`src/verilog/dfrc_defs.svh`:
```
// Offsets, field positions, reset values and counts for the rate and filter controller
`ifndef DFRC_DEFS_SVH
`define DFRC_DEFS_SVH
// Register byte offsets
`define DFRC_ADDR_CTRL 12'h000
`define DFRC_ADDR_DECIM 12'h004
`define DFRC_ADDR_STATUS 12'h008
`define DFRC_ADDR_DATA 12'h00C
// Control fields
`define DFRC_CTRL_SPEED 0
`define DFRC_CTRL_FILT_LO 1
`define DFRC_CTRL_FILT_HI 2
`define DFRC_CTRL_CHAN_LO 4
`define DFRC_CTRL_CHAN_HI 6
// Status fields
`define DFRC_STAT_RDY 0
`define DFRC_STAT_ERR 1
`define DFRC_STAT_USED_LO 2
`define DFRC_STAT_USED_HI 3
`define DFRC_STAT_STAGE_LO 4
`define DFRC_STAT_STAGE_HI 5
// Modulator dividers, minus one, for speed bit 0 and 1
`define DFRC_DIV0_M1 8'h7F
`define DFRC_DIV1_M1 8'hFF
// Decimation ratio limits and reset value
`define DFRC_DECIM_MIN 11'h014
`define DFRC_DECIM_MAX 11'h7FF
`define DFRC_DECIM_RST 11'h100
// Saturation limits of the output word
`define DFRC_SAT_POS 32'h7FFFFFFF
`define DFRC_SAT_NEG 32'h80000000
`endif

```
`src/verilog/dfrc_pkg.sv`:
```
// Types shared by the rate and filter controller
package dfrc_pkg;
	// Filter setting, also the filter in use for a word
	typedef enum logic [1:0] {
		DFRC_FAST = 2'b00,
		DFRC_SINC2 = 2'b01,
		DFRC_SINC3 = 2'b11,
		DFRC_AUTO = 2'b10
	} dfrc_filt_t;
	// Automatic mode stage since the last channel change
	typedef enum logic [1:0] {
		DFRC_ST_F0 = 2'b00,
		DFRC_ST_F1 = 2'b01,
		DFRC_ST_S2 = 2'b11,
		DFRC_ST_S3 = 2'b10
	} dfrc_stage_t;
endpackage : dfrc_pkg

```
`src/verilog/dfrc_sinc.sv`:
```
// Cascaded integrator-comb sinc filter of selectable order
`timescale 1ns/1ps
`default_nettype none
module dfrc_sinc #(
	parameter int ORDER = 3, // Sinc order
	parameter int W = 36 // Accumulator width
) (
	input wire logic clk, // Oscillator clock
	input wire logic rst_b, // Async reset, active low
	input wire logic tick, // One modulator result
	input wire logic bit_in, // Modulator bit
	input wire logic dump, // End of decimation
	input wire logic clear, // Restart after channel change
	output logic [W-1:0] result // Signed filter output
);
	logic [W-1:0] integ_q [ORDER]; // Integrator chain
	logic [W-1:0] integ_d [ORDER]; // Integrator chain after this tick
	logic [W-1:0] dly_q [ORDER]; // Comb delays
	logic [W-1:0] comb [ORDER+1]; // Comb chain taps
	logic [W-1:0] x; // Bit as +1 or -1

	// Map 1 to +1 and 0 to -1
	assign x = {{(W-1){~bit_in}}, 1'b1};

	// Next integrator values, shared by the chain and the comb sample
	always_comb begin
		integ_d[0] = integ_q[0] + x;
		for (int k = 1; k < ORDER; k++) integ_d[k] = integ_q[k] + integ_q[k-1];
	end

	// Integrators; wraparound is harmless as W covers the gain
	always_ff @(posedge clk or negedge rst_b) begin
		if (!rst_b) begin
			for (int k = 0; k < ORDER; k++) integ_q[k] <= '0;
		end else if (clear) begin
			for (int k = 0; k < ORDER; k++) integ_q[k] <= '0;
		end else if (tick) begin
			for (int k = 0; k < ORDER; k++) integ_q[k] <= integ_d[k];
		end
	end

	// Comb chain; a dump on a tick samples after that tick so a word holds whole periods
	always_comb begin
		comb[0] = tick ? integ_d[ORDER-1] : integ_q[ORDER-1];
		for (int k = 0; k < ORDER; k++) comb[k+1] = comb[k] - dly_q[k];
	end

	// Combs advance once per output period
	always_ff @(posedge clk or negedge rst_b) begin
		if (!rst_b) begin
			for (int k = 0; k < ORDER; k++) dly_q[k] <= '0;
			result <= '0;
		end else if (clear) begin
			for (int k = 0; k < ORDER; k++) dly_q[k] <= '0;
			result <= '0;
		end else if (dump) begin
			for (int k = 0; k < ORDER; k++) dly_q[k] <= comb[k];
			result <= comb[ORDER];
		end
	end
endmodule : dfrc_sinc
`default_nettype wire

```
`src/verilog/dfrc_top.sv`:
```
// Modulator clock divider, decimation and sinc filter sequencing with an APB slave
`timescale 1ns/1ps
`default_nettype none
`include "dfrc_defs.svh"
module dfrc_top #(
	parameter int RES_W = 36 // Filter accumulator width
) (
	input wire logic CLK, // Oscillator clock
	input wire logic RST_B, // Async reset, active low
	input wire logic PSEL, // APB select
	input wire logic PENABLE, // APB access phase
	input wire logic PWRITE, // APB direction
	input wire logic [11:0] PADDR, // APB byte address
	input wire logic [31:0] PWDATA, // APB write data
	output logic [31:0] PRDATA, // APB read data
	output logic PREADY, // APB ready
	output logic PSLVERR, // APB error
	input wire logic MOD_BIT, // Modulator bitstream pin
	output logic MOD_CLK_OUT, // Modulator clock
	output logic [31:0] DATA_OUT, // Latest output word
	output logic DATA_READY, // New word pulse
	output var dfrc_pkg::dfrc_filt_t FILT_USED // Filter of latest word
);
	import dfrc_pkg::*;

	logic speed_q; // Divider select
	dfrc_filt_t mode_q; // Filter setting
	logic [2:0] chan_q; // Input channel
	logic [10:0] decim_q; // Decimation ratio
	logic rdy_q; // Sticky word-ready flag
	logic err_q; // Sticky rejected-ratio flag
	dfrc_stage_t stage_q; // Auto sequence stage
	logic [7:0] div_cnt_q; // Oscillator divider
	logic [10:0] dec_cnt_q; // Results in this period
	logic sync1_q, sync2_q; // Bitstream synchroniser
	logic dump_q; // Filters latched last cycle
	logic [31:0] prdata_q; // Read data
	logic [7:0] div_m1; // Divider terminal count
	logic mod_tick; // One modulator result
	logic dump; // End of decimation
	logic chan_chg; // Channel field changed
	logic wr, rd_setup, rd_data, wr_ctrl, wr_decim, wr_stat;
	logic decim_bad; // Requested ratio out of range
	logic [RES_W-1:0] res1, res2, res3; // Filter results
	logic [RES_W-1:0] sel_res; // Result of filter in use
	dfrc_filt_t used; // Filter in use for this word

	// Clamp a wide signed result to 32 bits, keeping its sign
	function automatic logic [31:0] dfrc_sat(input logic [RES_W-1:0] v);
		logic [RES_W-32:0] top;
		top = v[RES_W-1:31];
		if ((&top) || !(|top)) dfrc_sat = v[31:0];
		else if (v[RES_W-1]) dfrc_sat = `DFRC_SAT_NEG;
		else dfrc_sat = `DFRC_SAT_POS;
	endfunction : dfrc_sat

	// Bus decode; zero wait states so the master never stalls
	assign PREADY = 1'b1;
	assign wr = PSEL && PENABLE && PWRITE;
	assign rd_setup = PSEL && !PENABLE && !PWRITE;
	assign rd_data = PSEL && PENABLE && !PWRITE && PADDR == `DFRC_ADDR_DATA;
	assign wr_ctrl = wr && PADDR == `DFRC_ADDR_CTRL;
	assign wr_decim = wr && PADDR == `DFRC_ADDR_DECIM;
	assign wr_stat = wr && PADDR == `DFRC_ADDR_STATUS;
	assign decim_bad = PWDATA[31:11] != '0 || PWDATA[10:0] < `DFRC_DECIM_MIN;
	assign chan_chg = wr_ctrl && PWDATA[`DFRC_CTRL_CHAN_HI:`DFRC_CTRL_CHAN_LO] != chan_q;
	assign PRDATA = prdata_q;

	// Error for unmapped addresses and for a rejected ratio
	always_comb begin
		PSLVERR = 1'b0;
		if (PSEL && PENABLE) begin
			unique case (PADDR)
				`DFRC_ADDR_CTRL, `DFRC_ADDR_STATUS, `DFRC_ADDR_DATA: PSLVERR = 1'b0;
				`DFRC_ADDR_DECIM: PSLVERR = PWRITE && decim_bad;
				default: PSLVERR = 1'b1;
			endcase
		end
	end

	// Control register writes
	always_ff @(posedge CLK or negedge RST_B) begin
		if (!RST_B) begin
			speed_q <= 1'b0;
			mode_q <= DFRC_SINC3;
			chan_q <= 3'h0;
		end else if (wr_ctrl) begin
			speed_q <= PWDATA[`DFRC_CTRL_SPEED];
			mode_q <= dfrc_filt_t'(PWDATA[`DFRC_CTRL_FILT_HI:`DFRC_CTRL_FILT_LO]);
			chan_q <= PWDATA[`DFRC_CTRL_CHAN_HI:`DFRC_CTRL_CHAN_LO];
		end
	end

	always_ff @(posedge CLK or negedge RST_B) begin
		if (!RST_B) decim_q <= `DFRC_DECIM_RST;
		else if (wr_decim && !decim_bad) decim_q <= PWDATA[10:0];
	end

	// Sticky flags; a new event beats a clear in the same cycle
	always_ff @(posedge CLK or negedge RST_B) begin
		if (!RST_B) begin
			rdy_q <= 1'b0;
			err_q <= 1'b0;
		end else begin
			if (dump_q) rdy_q <= 1'b1;
			else if (rd_data) rdy_q <= 1'b0;
			if (wr_decim && decim_bad) err_q <= 1'b1;
			else if (wr_stat && PWDATA[`DFRC_STAT_ERR]) err_q <= 1'b0;
		end
	end

	// Read data captured in the setup phase
	always_ff @(posedge CLK or negedge RST_B) begin
		if (!RST_B) prdata_q <= 32'h00000000;
		else if (rd_setup) begin
			prdata_q <= 32'h00000000;
			unique case (PADDR)
				`DFRC_ADDR_CTRL: begin
					prdata_q[`DFRC_CTRL_SPEED] <= speed_q;
					prdata_q[`DFRC_CTRL_FILT_HI:`DFRC_CTRL_FILT_LO] <= mode_q;
					prdata_q[`DFRC_CTRL_CHAN_HI:`DFRC_CTRL_CHAN_LO] <= chan_q;
				end
				`DFRC_ADDR_DECIM: prdata_q[10:0] <= decim_q;
				`DFRC_ADDR_STATUS: begin
					prdata_q[`DFRC_STAT_RDY] <= rdy_q;
					prdata_q[`DFRC_STAT_ERR] <= err_q;
					prdata_q[`DFRC_STAT_USED_HI:`DFRC_STAT_USED_LO] <= FILT_USED;
					prdata_q[`DFRC_STAT_STAGE_HI:`DFRC_STAT_STAGE_LO] <= stage_q;
				end
				`DFRC_ADDR_DATA: prdata_q <= DATA_OUT;
				default: prdata_q <= 32'h00000000;
			endcase
		end
	end

	assign div_m1 = speed_q ? `DFRC_DIV1_M1 : `DFRC_DIV0_M1;
	assign mod_tick = div_cnt_q >= div_m1;

	// Divider restarts on a control write so the first period at a new speed is whole
	always_ff @(posedge CLK or negedge RST_B) begin
		if (!RST_B) begin
			div_cnt_q <= 8'h00;
			MOD_CLK_OUT <= 1'b0;
		end else begin
			div_cnt_q <= (mod_tick || wr_ctrl) ? 8'h00 : div_cnt_q + 8'h01;
			MOD_CLK_OUT <= speed_q ? div_cnt_q[7] : div_cnt_q[6];
		end
	end

	// Bitstream pin passes two flops before the filters
	always_ff @(posedge CLK or negedge RST_B) begin
		if (!RST_B) begin
			sync1_q <= 1'b0;
			sync2_q <= 1'b0;
		end else begin
			sync1_q <= MOD_BIT;
			sync2_q <= sync1_q;
		end
	end

	assign dump = mod_tick && dec_cnt_q >= decim_q - 11'h001;

	// Result counter; an accepted ratio restarts the count so no period overshoots it
	always_ff @(posedge CLK or negedge RST_B) begin
		if (!RST_B) dec_cnt_q <= 11'h000;
		else if (chan_chg || dump || (wr_decim && !decim_bad)) dec_cnt_q <= 11'h000;
		else if (mod_tick) dec_cnt_q <= dec_cnt_q + 11'h001;
	end

	dfrc_sinc #(.ORDER(1), .W(RES_W)) u_fast (.clk(CLK), .rst_b(RST_B), .tick(mod_tick),
		.bit_in(sync2_q), .dump(dump), .clear(chan_chg), .result(res1));
	dfrc_sinc #(.ORDER(2), .W(RES_W)) u_sinc2 (.clk(CLK), .rst_b(RST_B), .tick(mod_tick),
		.bit_in(sync2_q), .dump(dump), .clear(chan_chg), .result(res2));
	dfrc_sinc #(.ORDER(3), .W(RES_W)) u_sinc3 (.clk(CLK), .rst_b(RST_B), .tick(mod_tick),
		.bit_in(sync2_q), .dump(dump), .clear(chan_chg), .result(res3));

	always_comb begin
		used = mode_q;
		if (mode_q == DFRC_AUTO) begin
			unique case (stage_q)
				DFRC_ST_F0, DFRC_ST_F1: used = DFRC_FAST;
				DFRC_ST_S2: used = DFRC_SINC2;
				DFRC_ST_S3: used = DFRC_SINC3;
			endcase
		end
		unique case (used)
			DFRC_FAST: sel_res = res1;
			DFRC_SINC2: sel_res = res2;
			default: sel_res = res3;
		endcase
	end

	// stage advances per word, restarts on channel change
	always_ff @(posedge CLK or negedge RST_B) begin
		if (!RST_B) stage_q <= DFRC_ST_F0;
		else if (chan_chg) stage_q <= DFRC_ST_F0;
		else if (dump_q) begin
			unique case (stage_q)
				DFRC_ST_F0: stage_q <= DFRC_ST_F1;
				DFRC_ST_F1: stage_q <= DFRC_ST_S2;
				DFRC_ST_S2, DFRC_ST_S3: stage_q <= DFRC_ST_S3;
			endcase
		end
	end

	always_ff @(posedge CLK or negedge RST_B) begin
		if (!RST_B) begin
			dump_q <= 1'b0;
			DATA_READY <= 1'b0;
			DATA_OUT <= 32'h00000000;
			FILT_USED <= DFRC_SINC3;
		end else begin
			dump_q <= dump && !chan_chg;
			DATA_READY <= dump_q;
			if (dump_q) begin
				DATA_OUT <= dfrc_sat(sel_res);
				FILT_USED <= used;
			end
		end
	end

	// Helper: cycles since the last modulator tick or control write
	logic [8:0] gap_q;
	logic seen_q;
	always_ff @(posedge CLK or negedge RST_B) begin
		if (!RST_B) begin
			gap_q <= 9'h000;
			seen_q <= 1'b0;
		end else begin
			gap_q <= (mod_tick || wr_ctrl) ? 9'h000 : gap_q + 9'h001;
			seen_q <= (seen_q || mod_tick) && !wr_ctrl;
		end
	end
endmodule : dfrc_top
`default_nettype wire

```
`config.mk`:
```
export PLATFORM = sky130hd
export DESIGN_NAME = dfrc_top
export DESIGN_NICKNAME = d
export VERILOG_FILES = /design/src/verilog/dfrc_pkg.sv /design/src/verilog/dfrc_sinc.sv /design/src/verilog/dfrc_top.sv
export VERILOG_INCLUDE_DIRS = /design/src /design/src/verilog
export SDC_FILE = /design/constraint.sdc
export NUM_CORES = 2
export LEC_CHECK = 0
export BUFFER_PORTS_ARGS = -buffer_cell sky130_fd_sc_hd__buf_2
export CORE_MARGIN = 5
export CORE_UTILIZATION = 45
export CTS_BUF_LIST = sky130_fd_sc_hd__clkbuf_16
export DETAILED_ROUTE_END_ITERATION = 16
export GPL_TIMING_DRIVEN = 0
export PLACE_DENSITY = 0.67
export SYNTH_ARGS = -nofsm -noshare
export SYNTH_HDL_FRONTEND = slang
export SYNTH_SLANG_ARGS = --single-unit
export TNS_END_PERCENT = 100
```
`constraint.sdc`:
```
create_clock -name CLK -period 16.96 [get_ports CLK]
set_input_delay 3.392 -clock CLK [delete_from_list [all_inputs] [get_ports CLK]]
set_output_delay 3.392 -clock CLK [all_outputs]
set_load 0.005 [all_outputs]
```
==> impl_metrics.env <==
export IMPL_critPathTopFamily="compound AO/OA/AOI/OAI gates"
export IMPL_worstSetupPathType="reg2reg"
export IMPL_design_area_mm2=0.05197
export IMPL_dieArea_mm2=0.1110
export IMPL_postRouteAntennaNets=0
export IMPL_cp_max_fo=10
export IMPL_first_pass_iters=6
export IMPL_place_gp_congestion=0.9405
export IMPL_cts_sinks=651
export IMPL_final_setup_tns_ns=0
export IMPL_cts_setup_buffers=0
export IMPL_num_rows=118
export IMPL_grt_pass1_vias=39810
export IMPL_p_per_area_mw_per_mm2=66.87
export IMPL_crit_required_ns=17.48
export IMPL_crit_cells=35
export IMPL_syn_inst=5664
export IMPL_end_kind="flop"
export IMPL_tritoncts_num_buffers=79
export IMPL_maxCapViolCount=0
export IMPL_max_stage_delay_ns=1.12
export IMPL_die_x_um=333.2
export IMPL_placed_cells=7168
export IMPL_fin_crit_sh=0.7152
export IMPL_r2r_slack_ns=4.83
export IMPL_fmax_mhz=82.44
export IMPL_final_setup_viol_count=0
export IMPL_layout_nets=6363
export IMPL_synth_yosys_seq_area_share=0.3468
export IMPL_min_path_type="reg2reg"
export IMPL_synth_area_mm2=0.04699
export IMPL_yosys_top_cells_area="dfrtp_1, ha_1, a21oi_1"
export IMPL_portBuffers=118
export IMPL_post_cts_resized=0
export IMPL_clkSlewWorstSetupHoldPaths_ns=0.06
export IMPL_cts_tree="done"
export IMPL_synth_cell_types=87
export IMPL_overflow=0
export IMPL_synthToLayoutAreaGrowth_pct=10.59
export IMPL_wl_per_cell_um=20.23
export IMPL_relSlewSlack=0.04048
export IMPL_drive_gt1_frac=0.04992
export IMPL_grt_max_degree=122
export IMPL_async_flop_share=1.000
export IMPL_cpMostUsedCell="ha_1"
export IMPL_rsz0062_at_grt="false"
export IMPL_hold_viol=0
export IMPL_initial_core_util=0.4534
export IMPL_yosys_warnings=0
export IMPL_r2r_end="u_sinc3.result[34]"
export IMPL_startpoint="div_cnt_q[0]"
export IMPL_synth_top_area_frac=0.3440
export IMPL_instances_no_fill=7311
export IMPL_cp_num_buf_inv=2
export IMPL_vias_per_cell=5.763
export IMPL_synth_seq_cells=651
export IMPL_timing_rr_start="div_cnt_q[0]"
export IMPL_grt_pass1_wl_mm=227.9
export IMPL_yosysTopAreaCell="dfrtp_1"
export IMPL_start_kind="flop"
export IMPL_route_detailed_drc=0
export IMPL_via_count=42130
export IMPL_ctsHtreeMaxLevel=3
export IMPL_clockBufferDepth=3
export IMPL_drtIter0Drc=3533
export IMPL_ys_flop_type="dfrtp_1"
export IMPL_hpwl_mm=112.7
export IMPL_clk_latency_ns=0.67
export IMPL_io_pin_count=120
export IMPL_cp_slowest_cell="buf_1"
export IMPL_layout_common_cells="nand2_1, a21oi_1, dfrtp_1, nor2_1, ha_1"
export IMPL_dpl_cell_area_mm2=0.04949
export IMPL_totalWireLength_mm=147.9
export IMPL_root_buffer="clkbuf_16"
export IMPL_critPathCapture="u_sinc3.result[34]"
export IMPL_ir_drop_mv=0.06895
export IMPL_avgSynthCellArea_um2=8.297
export IMPL_crit_arrival_ns=12.65
export IMPL_p_leak_nw=25.08
export IMPL_synth_edf_count=0
export IMPL_core_mm2=0.1036
export IMPL_track_usage=0.2570
export IMPL_die_h_um=333.2
export IMPL_power_mw=3.475
export IMPL_final_common_cell="nand2_1"
export IMPL_cts_hold_buffers=0
export IMPL_fin_skew_ns=0.02402
export IMPL_period_minus_slack_ns=12.13
export IMPL_r2r_cells=35
export IMPL_slew_viol_final=0
export IMPL_status="finished clean"
export IMPL_synth_nets=6158
export IMPL_antenna_found_initial=2
export IMPL_worstMarginPinSlew_ns=1.439
worst min path at each step:
stage | from | to | slack (ns) | cells past startpoint
floorplan | sync1_q | sync2_q | 0.33 | 0
global placement | sync1_q | sync2_q | 0.34 | 0
detailed placement | sync1_q | sync2_q | 0.34 | 0
CTS | sync1_q | sync2_q | 0.35 | 0
global route | sync1_q | sync2_q | 0.37 | 0
finish | sync1_q | sync2_q | 0.35 | 0
state kept, by name (all words and copies together), names as in the netlist, 32 cells and up:
register,cells
u_sinc2.integ_q,72
u_fast.dly_q,36
u_sinc2.dly_q,72
u_fast.integ_q,36
u_sinc3.integ_q,108
u_fast.result,36
u_sinc3.dly_q,108
DATA_OUT,32
u_sinc3.result,36
u_sinc2.result,36
PRDATA,32
cells by family (layout without fill, tap and decap cells):
group,count (synthesis),after routing,share of synthesized area
and+or+nand+nor,1751,1751,0.1632
adders and majority gates,444,444,0.1201
muxes,62,62,0.01512
buffers and inverters,604,870,0.04843
xor gates and xnor gates,387,387,0.07290
AOI/OAI and AO/OA,1764,1764,0.2333
other,1,2,0.00007980
DFF,651,651,0.3468
routing by layer:
metal / vias to the layer above / GRT usage / wire [um]
li1: 20250 / - / -
met1: 20250 / 0.3517 / 65470
met2: 1375 / 0.4195 / 66910
met3: 256 / 0.03774 / 10100
met4: 0 / 0.08797 / 5429
met5: - / 0 / 0
layout make-up:
class                           instances  area (um2)
Buffer                                224       849.6
Fill cell                           10000       51670
Clock inverter                         63       503.0
Sequential cell                       651       16300
Multi-Input combinational cell       4409       28420
Antenna cell                            1       2.502
Tap cell                             1380        1727
Timing Repair Buffer                  124       765.7
Inverter                              380        1429
Clock buffer                           79        1977
power by group:
| group | internal [mW] | switching (mW) |
|---|---|---|
| clock network | 0.956 | 0.730 |
| registers | 1.56 | 0.00820 |
| logic | 0.0832 | 0.136 |
cell usage after synthesis, types with 6 or more instances:
| master | count |
|---|---|
| a221o_1 | 7 |
| nand3b_1 | 8 |
| mux2i_1 | 35 |
| dfrtp_1 | 646 |
| clkbuf_1 | 200 |
| o21bai_1 | 68 |
| and3_1 | 46 |
| o21ai_1 | 8 |
| or2_2 | 8 |
| or4_1 | 11 |
| nand2b_1 | 66 |
| a31oi_1 | 43 |
| o31a_1 | 14 |
| and2_1 | 46 |
| nand2_1 | 813 |
| and4_1 | 6 |
| o21ai_0 | 313 |
| a21boi_0 | 10 |
| nor3_1 | 62 |
| a21oi_1 | 691 |
| o21a_1 | 91 |
| buf_1 | 21 |
| xor2_1 | 120 |
| a22o_1 | 59 |
| nand3_1 | 84 |
| nor2b_1 | 56 |
| fa_1 | 12 |
| xnor2_1 | 264 |
| a31o_2 | 7 |
| a211oi_1 | 131 |
| o31ai_1 | 17 |
| nand4_1 | 38 |
| a41oi_1 | 6 |
| a211o_1 | 9 |
| o41ai_1 | 7 |
| nor2_1 | 454 |
| nor4_1 | 20 |
| a21o_1 | 197 |
| ha_1 | 432 |
| or3_1 | 22 |
| inv_1 | 380 |
| mux2_2 | 22 |
| o211ai_1 | 15 |
stage by stage:
step	setup WS, ns	util	hold WS, ns
2_1_floorplan	8.611	-	0.3312
3_3_place_gp	-1.915	0.4758	0.3370
3_5_place_dp	5.258	0.4775	0.3401
4_1_cts	5.189	0.5014	0.3526
5_1_grt	4.360	0.5014	0.3661
6_report	4.830	0.5014	0.3509
(Power assumes the default switching activity.)
